### src/rtl/ret_exec_pkg.sv
package ret_exec_pkg;
  localparam int PC_W = 14;
  localparam int SP_W = 3;
  localparam int DP_W = 9;
  localparam int DEPTH = 8;
  localparam logic [9:0] OP_RETURN_SUB = 10'h044;
  localparam logic [9:0] OP_RETURN_SKIP = 10'h045;
  localparam logic [9:0] OP_RETURN_INT = 10'h046;
  localparam logic [9:0] OP_SET_BIT_BASE = 10'h05c;
  localparam logic [9:0] OP_SET_BIT_MASK = 10'h3fc;
  localparam logic [SP_W-1:0] SP_RESET = 3'h7;
  localparam logic [SP_W-1:0] SP_STEP = 3'h1;
  localparam int BIT_SEL_W = 2;
  localparam logic [PC_W-1:0] PC_RESET = 14'h0000;
  typedef enum logic [1:0] {
    ST_IDLE = 2'b00,
    ST_SECOND = 2'b01
  } exec_state_t;
endpackage : ret_exec_pkg

### src/rtl/saved_state_if.sv
`timescale 1ns/1ps
`default_nettype none
interface saved_state_if;
  import ret_exec_pkg::*;
  logic capture;
  logic restore;
  logic [DP_W-1:0] dp_in;
  logic carry_in;
  logic skip_in;
  logic la_in;
  logic [3:0] a_in;
  logic [3:0] b_in;
  logic [DP_W-1:0] dp_out;
  logic carry_out;
  logic skip_out;
  logic la_out;
  logic [3:0] a_out;
  logic [3:0] b_out;
  modport core (output capture, restore, dp_in, carry_in, skip_in, la_in, a_in, b_in,
                input dp_out, carry_out, skip_out, la_out, a_out, b_out);
  modport store (input capture, restore, dp_in, carry_in, skip_in, la_in, a_in, b_in,
                 output dp_out, carry_out, skip_out, la_out, a_out, b_out);
endinterface : saved_state_if
`default_nettype wire

### src/rtl/saved_state_store.sv
`timescale 1ns/1ps
`default_nettype none
module saved_state_store
  import ret_exec_pkg::*;
(
  input wire logic ref_clk_i,
  input wire logic resetn_i,
  saved_state_if.store ss
);
  // Pointer, three flag bits, A and B
  localparam int SAVE_W = DP_W + 11;
  logic [SAVE_W-1:0] save_q;

  // Capture at interrupt entry; the copy stays put until the next entry
  always_ff @(posedge ref_clk_i or negedge resetn_i) begin
    if (!resetn_i) begin
      save_q <= '0;
    end else if (ss.capture) begin
      save_q <= {ss.dp_in, ss.carry_in, ss.skip_in, ss.la_in, ss.a_in, ss.b_in};
    end
  end

  assign {ss.dp_out, ss.carry_out, ss.skip_out, ss.la_out, ss.a_out, ss.b_out} = save_q;
endmodule : saved_state_store
`default_nettype wire

### src/rtl/return_bitset_exec.sv
// Notes on behaviour
// - Return-skip reloads pc, pops, two cycles
// - Return-skip always skips next instruction
// - Interrupt return reloads pc in one cycle
// - Interrupt return restores pointer, flags, A, B
`timescale 1ns/1ps
`default_nettype none
module return_bitset_exec
  import ret_exec_pkg::*;
(
  input wire logic ref_clk_i,
  input wire logic resetn_i,
  input wire logic [9:0] instr_i,
  input wire logic instr_valid_i,
  input wire logic [PC_W-1:0] push_addr_i,
  input wire logic push_i,
  input wire logic int_entry_i,
  input wire logic [DP_W-1:0] dp_cur_i,
  input wire logic carry_cur_i,
  input wire logic skip_cur_i,
  input wire logic la_cur_i,
  input wire logic [3:0] a_cur_i,
  input wire logic [3:0] b_cur_i,
  input wire logic [3:0] mem_rdata_i,
  output logic busy_o,
  output logic pc_load_o,
  output logic [PC_W-1:0] pc_o,
  output logic skip_next_o,
  output logic [SP_W-1:0] sp_o,
  output logic restore_o,
  output logic [DP_W-1:0] dp_o,
  output logic carry_o,
  output logic skip_status_o,
  output logic la_state_o,
  output logic [3:0] a_o,
  output logic [3:0] b_o,
  output logic mem_we_o,
  output logic [DP_W-1:0] mem_addr_o,
  output logic [3:0] mem_wdata_o
);
  logic [PC_W-1:0] stack_q [DEPTH];
  logic [SP_W-1:0] sp_q;
  exec_state_t state_q;
  logic is_rts, is_rti, is_sb, take;
  logic pop;
  logic push_ok;
  logic [SP_W-1:0] push_slot;
  saved_state_if ss ();

  saved_state_store u_store (
    .ref_clk_i(ref_clk_i),
    .resetn_i(resetn_i),
    .ss(ss)
  );

  function automatic logic [3:0] bit_onehot(input logic [BIT_SEL_W-1:0] j);
    bit_onehot = 4'h1 << j;
  endfunction : bit_onehot

  // Opcode classes; one decode feeds the pointer, the stack and the outputs
  function automatic logic is_return_op(input logic [9:0] op);
    is_return_op = (op == OP_RETURN_SUB) || (op == OP_RETURN_SKIP) || (op == OP_RETURN_INT);
  endfunction : is_return_op

  function automatic logic is_two_cycle_op(input logic [9:0] op);
    is_two_cycle_op = (op == OP_RETURN_SUB) || (op == OP_RETURN_SKIP);
  endfunction : is_two_cycle_op

  function automatic logic is_set_bit_op(input logic [9:0] op);
    is_set_bit_op = (op & OP_SET_BIT_MASK) == OP_SET_BIT_BASE;
  endfunction : is_set_bit_op

  assign take = instr_valid_i && (state_q == ST_IDLE);
  assign is_rts = take && (instr_i == OP_RETURN_SKIP);
  assign is_rti = take && (instr_i == OP_RETURN_INT);
  assign is_sb = take && is_set_bit_op(instr_i);
  // Every return pops exactly one level, whatever its length
  assign pop = take && is_return_op(instr_i);
  // A push in a pop cycle is dropped; call and return never share a cycle
  assign push_ok = push_i && !pop;
  assign push_slot = sp_q + SP_STEP;
  // Fetch must hold off while the second cycle of a return runs
  assign busy_o = (state_q != ST_IDLE);

  assign ss.capture = int_entry_i;
  assign ss.restore = is_rti;
  assign ss.dp_in = dp_cur_i;
  assign ss.carry_in = carry_cur_i;
  assign ss.skip_in = skip_cur_i;
  assign ss.la_in = la_cur_i;
  assign ss.a_in = a_cur_i;
  assign ss.b_in = b_cur_i;
  assign sp_o = sp_q;

  // Two-cycle returns: first cycle pops, second finishes
  always_ff @(posedge ref_clk_i or negedge resetn_i) begin
    if (!resetn_i) begin
      state_q <= ST_IDLE;
    end else begin
      case (state_q)
        ST_IDLE: if (take && is_two_cycle_op(instr_i)) state_q <= ST_SECOND;
        ST_SECOND: state_q <= ST_IDLE;
        default: state_q <= ST_IDLE;
      endcase
    end
  end

  // Stack pointer; a push from call or interrupt entry and a pop never coincide
  always_ff @(posedge ref_clk_i or negedge resetn_i) begin
    if (!resetn_i) begin
      sp_q <= SP_RESET;
    end else if (pop) begin
      sp_q <= sp_q - SP_STEP;
    end else if (push_i) begin
      sp_q <= push_slot;
    end
  end

  always_ff @(posedge ref_clk_i or negedge resetn_i) begin
    if (!resetn_i) begin
      for (int i = 0; i < DEPTH; i++) stack_q[i] <= PC_RESET;
    end else if (push_ok) begin
      stack_q[push_slot] <= push_addr_i;
    end
  end

  always_ff @(posedge ref_clk_i or negedge resetn_i) begin
    if (!resetn_i) begin
      pc_load_o <= 1'b0;
    end else begin
      pc_load_o <= pop;
    end
  end

  // Popped address holds until the next return, so fetch may read it late
  always_ff @(posedge ref_clk_i or negedge resetn_i) begin
    if (!resetn_i) begin
      pc_o <= PC_RESET;
    end else if (pop) begin
      pc_o <= stack_q[sp_q];
    end
  end

  // Skip request goes out with the load, whatever the flags say
  always_ff @(posedge ref_clk_i or negedge resetn_i) begin
    if (!resetn_i) begin
      skip_next_o <= 1'b0;
    end else begin
      skip_next_o <= is_rts;
    end
  end

  always_ff @(posedge ref_clk_i or negedge resetn_i) begin
    if (!resetn_i) begin
      restore_o <= 1'b0;
    end else begin
      restore_o <= ss.restore;
    end
  end

  // Pointer comes back with the flags so data access resumes where it left off
  always_ff @(posedge ref_clk_i or negedge resetn_i) begin
    if (!resetn_i) begin
      dp_o <= '0;
    end else if (ss.restore) begin
      dp_o <= ss.dp_out;
    end
  end

  // Carry only changes on interrupt return; plain return leaves it alone
  always_ff @(posedge ref_clk_i or negedge resetn_i) begin
    if (!resetn_i) begin
      carry_o <= 1'b0;
      skip_status_o <= 1'b0;
      la_state_o <= 1'b0;
    end else if (ss.restore) begin
      carry_o <= ss.carry_out;
      skip_status_o <= ss.skip_out;
      la_state_o <= ss.la_out;
    end
  end

  // Working registers come back as they were just before entry
  always_ff @(posedge ref_clk_i or negedge resetn_i) begin
    if (!resetn_i) begin
      a_o <= 4'h0;
      b_o <= 4'h0;
    end else if (ss.restore) begin
      a_o <= ss.a_out;
      b_o <= ss.b_out;
    end
  end

  // Write strobe lasts one cycle; the memory itself does the store
  always_ff @(posedge ref_clk_i or negedge resetn_i) begin
    if (!resetn_i) begin
      mem_we_o <= 1'b0;
    end else begin
      mem_we_o <= is_sb;
    end
  end

  always_ff @(posedge ref_clk_i or negedge resetn_i) begin
    if (!resetn_i) begin
      mem_addr_o <= '0;
    end else if (is_sb) begin
      mem_addr_o <= dp_cur_i;
    end
  end

  // Read-modify-write uses the nibble already read at the current pointer
  always_ff @(posedge ref_clk_i or negedge resetn_i) begin
    if (!resetn_i) begin
      mem_wdata_o <= 4'h0;
    end else if (is_sb) begin
      mem_wdata_o <= mem_rdata_i | bit_onehot(instr_i[BIT_SEL_W-1:0]);
    end
  end
endmodule : return_bitset_exec
`default_nettype wire

### config.mk
export PLATFORM = sky130hd
export DESIGN_NAME = return_bitset_exec
export DESIGN_NICKNAME = d
export VERILOG_FILES = /design/src/rtl/ret_exec_pkg.sv /design/src/rtl/saved_state_if.sv /design/src/rtl/saved_state_store.sv /design/src/rtl/return_bitset_exec.sv
export SDC_FILE = /design/constraint.sdc
export NUM_CORES = 1
export LEC_CHECK = 0
export BUFFER_PORTS_ARGS = -buffer_cell sky130_fd_sc_hd__buf_2
export CAP_MARGIN = 20
export CORE_ASPECT_RATIO = 0.8
export CORE_UTILIZATION = 54
export CTS_BUF_LIST = sky130_fd_sc_hd__clkbuf_8
export DETAILED_ROUTE_END_ITERATION = 16
export GPL_TIMING_DRIVEN = 0
export HOLD_SLACK_MARGIN = 0.02
export PLACE_DENSITY = 0.79
export REMOVE_ABC_BUFFERS = 1
export SYNTH_ARGS = -nofsm -noshare
export SYNTH_HDL_FRONTEND = slang
export SYNTH_SLANG_ARGS = --single-unit
### constraint.sdc
create_clock -name ref_clk_i -period 2.6 [get_ports ref_clk_i]
set_input_delay 0.26 -clock ref_clk_i [delete_from_list [all_inputs] [get_ports ref_clk_i]]
set_output_delay 0.26 -clock ref_clk_i [all_outputs]
set_load 0.05 [all_outputs]
==> reports/results.tsv, run 1 <==
metric	value	unit
fp.coreArea	14300	um2
placementRows	39	
place.gp.congestion	0.730	
ys_seq_elements	187	
cts.clk_slew.worst_paths	80	ps
vdd.ir_drop.worst	880	uV
maxClockFrequency	385	MHz
fraction_of_the_core_area_covered_by_cells_at_the_end_of_the_flow	65.9	%
final_min_period_over_clock_period	99.8	%
worst_margin_pin_slew	669	ps
synthCells	498	
gr-usage-all-layers	22.4	%
num-fill-cells	960	
synth.cell_area	7990	um2
area_of_the_die	15300	um2
hold_viol	0	
clk_latency	460	ps
crit_arrival	2930	ps
static_leakage	0.00449	uW
period_needed	2590	ps
postSynth.topFlopCell	sky130_fd_sc_hd__dfrtp_1	
route.detailed.drc	0	
startpoint_type	input port	
finalSetupViolations	0	
synth_async_sr_flop_share	100	%
grt_pass1_vias	4961	
largest_net_degree_at_the_start_of_global_routing	106	
ctsHtreeMaxLevel	4	
timing.critical_path.to_type	flip-flop	
share_of_layout_cells_above_drive_strength_1	56.1	%
routed_wirelength	16300	um
finalNetCount	678	
timing.final.max_slew_violations	0	
cts_made_buffers	17	
synth_seq_area_share	58.6	%
drt-initial-drc-count	276	
layout.cell_area.non_filler	9450	um2
gr-total-overflow	0	
buffer_ports.inserted	107	
placedCellCount	764	
dr_total_vias	4624	
placedInstanceArea	8650	um2
drt-wirelength-per-cell	19.8	um
drv_cap	0	
route.detailed.vias_per_inst	5.65	
critPathRequiredTime	2940	ps
grt_pass1_wl	25400	um
hold_path.class	in2reg	
yosys.cell_types.count	31	
tritoncts_num_sinks	187	
die_height	111	um
finalClockSkew	11.5	ps
outcome	finished clean	
dieWidth	138	um
clock_tree.root_cell	sky130_fd_sc_hd__clkbuf_8	
cts-root-to-sink-buffers	2	
max_slew_margin	55.4	%
path_class	in2reg	
detailed_placement_wirelength_estimate	9660	um
ff2ff_setup_slack	100	ps
critPathMaxFanout	19	
power.density_cell_area	1100	nW/um2
tritoncts	yes	
number_of_non_filler_instances_in_the_completed_layout	819	
antenna_fix_cells	0	
post_synth.cell_area_avg	16.0	um2
initial_core_util	55.7	%
boundaryPins	108	
yosys_warnings	0	
syn2layout_area_growth	18.3	%
synth_enable_flop_cells	0	
grt_antenna_before_repair	0	
drt.antenna.violating_nets	0	
firstDrtPassIters	4	
==> through the flow <==
| step | hold slack, ps | TNS (ps) | power (uW) | setup WS, ps |
|---|---|---|---|---|
| floorplan | -35.6 | -54470 | 7160 | -736 |
| global placement | 459 | -374700 | 7840 | -1500 |
| detailed placement | 298 | -51050 | 8100 | -915 |
| CTS | 22.8 | 0 | 10400 | 7.24 |
| global route | 22.1 | -448 | 10900 | -65.3 |
| finish | 52.4 | 0 | 10400 | 5.65 |
==> area by class of cell <==
cell class / instances / area [um2] / area share (%)
well taps: 184 / 230 / 2.44
repair buffers: 132 / 841 / 8.90
inverters: 6 / 22.5 / 0.238
multi-input cells: 279 / 3220 / 34.0
clock buffers: 22 / 303 / 3.20
flip-flops and latches: 187 / 4690 / 49.7
clock inverters: 9 / 143 / 1.51
==> routing by layer <==
layer | track usage [%] | part of all wire, % | vias up | wire length [um]
met5 | 0 | 0 | - | 0
met4 | 7.46 | 1.1 | 0 | 176
met2 | 34.4 | 51 | 77 | 8230
li1 | - | - | 2071 | -
met3 | 5.21 | 2.9 | 16 | 465
met1 | 31.5 | 45 | 2460 | 7390
==> cells by family (layout without fill, tap and decap cells) <==
| family | count (synthesis) | in the layout | share of synthesized area [%] |
|---|---|---|---|
| xor+xnor | 4 | 4 | 0.439 |
| fa+ha+maj | 2 | 2 | 0.313 |
| buf+inv | 33 | 169 | 2.30 |
| flops | 187 | 187 | 58.6 |
| compound gates | 26 | 26 | 1.68 |
| mux | 203 | 203 | 33.2 |
| simple gates | 43 | 44 | 3.40 |
==> layout by cell type (no fill, tap or decap), drive strengths merged <==
master       synthesis  routed
dfrtp              184     184
mux2               161     161
buf                 20     117
mux4                28      28
clkbuf               7      22
nand2               16      16
o21ai               15      15
dlygate4sd3          0      15
mux2i               14      14
nor2                10      10
a21oi                9       9
inv                  6       8
nand3                6       7
bufinv               0       4
nand4                4       4
xnor2                3       3
clkinv               0       3
dfstp                3       3
ha                   2       2
or3                  2       2
and4bb               1       1
nor4b                1       1
a211oi               1       1
and4                 1       1
nor3                 1       1
and2b                1       1
xor2                 1       1
a31oi                1       1
==> power breakdown <==
group / switching [uW] / internal, uW / leakage (uW) / total, uW
Sequential: 651 / 3940 / 0.00233 / 4590
Clock: 947 / 1160 / 0.000237 / 2110
Combinational: 1570 / 2150 / 0.00192 / 3720
Total: 3160 / 7250 / 0.00449 / 10400
==> synth_stat cells (2+ instances only) <==
cell | instances | share of area [%]
sky130_fd_sc_hd__xnor2_1 | 3 | 0.33
sky130_fd_sc_hd__mux2_4 | 19 | 3.6
sky130_fd_sc_hd__clkbuf_1 | 7 | 0.33
sky130_fd_sc_hd__buf_6 | 2 | 0.28
sky130_fd_sc_hd__mux2_2 | 142 | 20
sky130_fd_sc_hd__nor2_1 | 10 | 0.47
sky130_fd_sc_hd__dfstp_2 | 3 | 0.99
sky130_fd_sc_hd__nand2_1 | 16 | 0.75
sky130_fd_sc_hd__inv_1 | 6 | 0.28
sky130_fd_sc_hd__mux2i_1 | 14 | 1.8
sky130_fd_sc_hd__a21oi_1 | 9 | 0.56
sky130_fd_sc_hd__buf_4 | 9 | 0.85
sky130_fd_sc_hd__dfrtp_1 | 184 | 58
sky130_fd_sc_hd__buf_2 | 9 | 0.56
sky130_fd_sc_hd__ha_1 | 2 | 0.31
sky130_fd_sc_hd__o21ai_0 | 15 | 0.94
sky130_fd_sc_hd__mux4_2 | 28 | 7.9
sky130_fd_sc_hd__nand3_2 | 5 | 0.63
sky130_fd_sc_hd__nand4_2 | 3 | 0.47
==> registers in the layout, indices dropped and copies added (netlist names) <==
register	cells
stack_q	112
u_store.save_q	20
pc_o	14
dp_o	9
mem_addr_o	9
a_o	4
b_o	4
mem_wdata_o	4
sp_o	3
carry_o	1
la_state_o	1
mem_we_o	1
pc_load_o	1
restore_o	1
skip_next_o	1
skip_status_o	1
state_q	1
==> repair_timing <==
action	in CTS	in global routing
hold buffers	14	1
pin swaps	2	1
setup buffers	8	0
endpoints found under the hold margin	94	1
endpoints found under the setup margin	112	37
resized for setup	11	5
cloned	0	1
==> critical path, cell delays in order <==
cell and delay (ps):
sky130_fd_sc_hd__dlygate4sd3_1 530, sky130_fd_sc_hd__buf_2 160, sky130_fd_sc_hd__a211oi_2 510, sky130_fd_sc_hd__nand3_4 510
sky130_fd_sc_hd__nand4_1 320, sky130_fd_sc_hd__buf_4 260, sky130_fd_sc_hd__mux2_2 360
==> path summary, 6_finish.rpt <==
kind | startpoint | end | depth (start not counted)
setup / recovery | instr_i[1] | stack_q[104] | 7
hold / removal | dp_cur_i[5] | mem_addr_o[5] | 2
setup reg to reg | sp_o[1] | stack_q[104] | 6
hold reg to reg | pc_o[3] | pc_o[3] | 2
max in group asynchronous | resetn_i | stack_q[7] | 3
min in group asynchronous | resetn_i | u_store.save_q[2] | 2
Power figures use the tool's default switching activity.
==> run 2, diff against run 1 <==
Settings changed: SYNTH_HIERARCHICAL set to 1.
==> run 2 against run 1 <==
Routed wire length down 4.6%; final area is 1.2% lower; power fell by 4.5%; worst setup slack improved by 110 ps; synthesized area fell by 0.20%; clock power down 17%; flip-flop and latch count unchanged; non-clock buffer count grew 3; worst hold slack improved by 2.7 ps; cell count grew 0.24%; register-to-register slack improved by 20 ps; sequential power decreased by 2%; critical path type is now reg2reg.
==> reports/results.tsv, run 2 <==
metric	value	unit	change
fp.coreArea	14300	um2	unchanged
dr_total_vias	4522		-2.2%
route.detailed.vias_per_inst	5.51		-2.4%
yosys.area.top_type	sky130_fd_sc_hd__dfrtp_1		
grt_pass1_wl	25300	um	-0.68%
antenna_fix_cells	0		unchanged
place_ws	-880	ps	+35.3 ps
finalClockSkew	11.3	ps	-0.258 ps
synth-xor-area-share	0.439	%	+0.00089 points
ranking_of_synthesized_cells_by_area	sky130_fd_sc_hd__dfrtp_1, sky130_fd_sc_hd__mux2_2, sky130_fd_sc_hd__mux4_2		
firstDrtPassIters	4		unchanged
cpMaxStageDelayCell	sky130_fd_sc_hd__dfstp_4		
ys_seq_elements	187		unchanged
netlist_top_cells_count	sky130_fd_sc_hd__dfrtp_1, sky130_fd_sc_hd__mux2_2, sky130_fd_sc_hd__mux4_2, sky130_fd_sc_hd__mux2_4		
outcome	finished clean		
ctsHtreeMaxLevel	4		unchanged
vdd.ir_drop.worst	544	uV	-38%
crit_arrival	2820	ps	-110 ps
critPathMaxStageDelay	630	ps	+100 ps
initial_core_util	55.6	%	-0.11 points
timing.critical_path.to_type	flip-flop		
final.setup.tns	0	ps	unchanged
yosys.cell_types.count	33		+6.5%
cts.clk_slew.worst_paths	80	ps	about the same
synth_async_sr_flop_share	100	%	unchanged
final_min_period_over_clock_period	95.4	%	-4.4 points
route.detailed.drc	0		unchanged
yosys.area_share.adder	0.314	%	+0.00064 points
placedCellCount	763		-0.13%
drt.antenna.violating_nets	0		unchanged
boundaryPins	108		unchanged
drv_cap	0		unchanged
clock_tree.root_cell	sky130_fd_sc_hd__clkbuf_8		
cts_made_buffers	17		unchanged
period_needed	2480	ps	-114 ps
yosys.area_share.simple	2.83	%	-0.57 points
place.gp.congestion	0.807		+11%
synth.cell_area	7970	um2	-0.20%
dieWidth	138	um	about the same
grtUsageMet2	35.7	%	+1.3 points
p_total	9950	uW	-4.5%
power.density_cell_area	1060	nW/um2	-3.3%
post_synth_mux_area_share	33.5	%	+0.24 points
fraction_of_the_core_area_covered_by_cells_at_the_end_of_the_flow	65.1	%	-0.78 points
timing.final.max_slew_violations	0		unchanged
tritoncts	yes		
die_height	111	um	about the same
finalNetCount	680		+0.29%
grt_pass1_vias	4908		-1.1%
max_slew_margin	50.3	%	-5.1 points
buffer_ports.inserted	107		unchanged
placementRows	39		unchanged
synth_enable_flop_cells	0		unchanged
worst_slack	119	ps	+114 ps
drt-initial-drc-count	222		-20%
synth-compound-area-share	1.71	%	+0.035 points
startpoint_type	flip-flop		
drt-wirelength-per-cell	18.9	um	-4.8%
number_of_non_filler_instances_in_the_completed_layout	821		+0.24%
largest_reg_flops	112		unchanged
path_class	reg2reg		
critPathRequiredTime	2940	ps	about the same
grt_antenna_before_repair	0		unchanged
largest_net_degree_at_the_start_of_global_routing	117		+10%
gr-total-overflow	0		unchanged
grt_busiest_layer	met2		
area_of_the_die	15300	um2	-0.20%
detailed_placement_wirelength_estimate	9410	um	-2.6%
postSynth.topFlopCell	sky130_fd_sc_hd__dfrtp_1		
globalRouteMet1Util	30.1	%	-1.5 points
yosys_warnings	6		+6
clk_latency	460	ps	about the same
max_flop_register	stack_q		
post_synth.cell_area_avg	16.0	um2	about the same
static_leakage	0.00448	uW	-0.29%
tritoncts_num_sinks	187		unchanged
cts-root-to-sink-buffers	2		unchanged
hold_path.class	in2reg		
combinational_family_with_the_most_area_after_synthesis	multiplexers		
share_of_layout_cells_above_drive_strength_1	55.3	%	-0.80 points
critPathMaxFanout	20		+1
syn2layout_area_growth	17.2	%	
synth_seq_area_share	58.8	%	+0.12 points
synth_largest_type_area_fraction	57.8	%	+0.12 points
critical_path.cell_chain	buf_12 > inv_1 > ha_1 > nand2b_1 > nor2_2 > nand3_4 > mux2_2		
layout_top_registers	stack_q x112, u_store/save_q x20, pc_o x14		
finalSetupViolations	0		unchanged
synthCells	497		-0.20%
worst_margin_pin_slew	741	ps	+71.6 ps
routed_wirelength	15500	um	-4.6%
grt_use_met3	5.40	%	+0.18 points
most-common-layout-cells	sky130_fd_sc_hd__dfrtp_1, sky130_fd_sc_hd__mux2_2, sky130_fd_sc_hd__buf_2		
post-synth-top-count-cell	sky130_fd_sc_hd__dfrtp_1		
hold_viol	0		unchanged
maxClockFrequency	403	MHz	+4.6%
gr-usage-all-layers	22.3	%	-0.15 points
most_frequent_standard_cell_in_the_layout_excluding_fill_and_tap_cells	sky130_fd_sc_hd__dfrtp_1		
==> run 2: changes by cell type after synthesis, moves of 3 or more <==
cell and delta:
sky130_fd_sc_hd__nand3_1 +7, sky130_fd_sc_hd__nand3_2 -5, sky130_fd_sc_hd__nand4_2 -3, sky130_fd_sc_hd__nor2_1 -3
==> run 2: layout make-up <==
| type | instances | area, um2 |
|---|---|---|
| fill | 1039 | 5010 |
| tap | 184 | 230 |
| clock buffer | 20 | 275 |
| sequential | 187 | 4690 |
| clock inverter | 11 | 80.1 |
| multi-input combinational | 278 | 3200 |
| inverter | 6 | 22.5 |
| timing repair buffer | 135 | 833 |
==> run 2: metrics by stage <==
step	hold WS [ps]	area, um2
2_1_floorplan	-35.6	7800
3_3_place_gp	456	8560
3_5_place_dp	263	8620
4_1_cts	22.8	9280
5_1_grt	27.4	9340
6_report	55.1	9340
==> run 2: per-layer routing <==
metal	vias up	wire, um	share of wire, %
met5	-	0	0
met1	2369	6930	45
met4	0	191	1.2
li1	2064	-	-
met3	15	557	3.6
met2	74	7830	50
==> run 2: timing repair <==
action,CTS,global route
gates cloned,0,1
setup endpoints to repair,112,107
pin swaps,2,1
hold buffers,18,0
buffers inserted,5,3
resized for setup,14,5
endpoints found under the hold margin,90,0
==> run 2: worst max-delay path, delay by kind of cell, from the launching register on <==
kind	cells	cell delay, ps
multiplexers	1	380
adder cells (fa/ha/maj)	1	350
AND/OR/NAND/NOR	3	730
buffers and inverters	2	260
flip-flops	1	630
==> run 2: final timing paths <==
path / slack, ps / to / cells past startpoint / start
min in group asynchronous: 350 / stack_q[73] / 2 / resetn_i
hold / removal: 60 / u_store/save_q[14] / 2 / dp_cur_i[3]
max in group asynchronous: 1290 / stack_q[7] / 3 / resetn_i
setup reg to reg: 120 / stack_q[92] / 7 / sp_o[0]
setup / recovery: 120 / stack_q[92] / 7 / sp_o[0]
hold reg to reg: 480 / pc_o[13] / 2 / pc_o[13]
==> run 2: power breakdown <==
part / internal [uW] / switching [uW]
clock network: 810 / 953
logic: 2120 / 1550
registers: 3930 / 576
==> run 2: kinds of logic after synthesis <==
family,count (synthesis)
adders and majority gates,2
xor gates and xnor gates,4
buffers and inverters,33
AOI/OAI and AO/OA,26
DFF,187
muxes,204
and+or+nand+nor,41
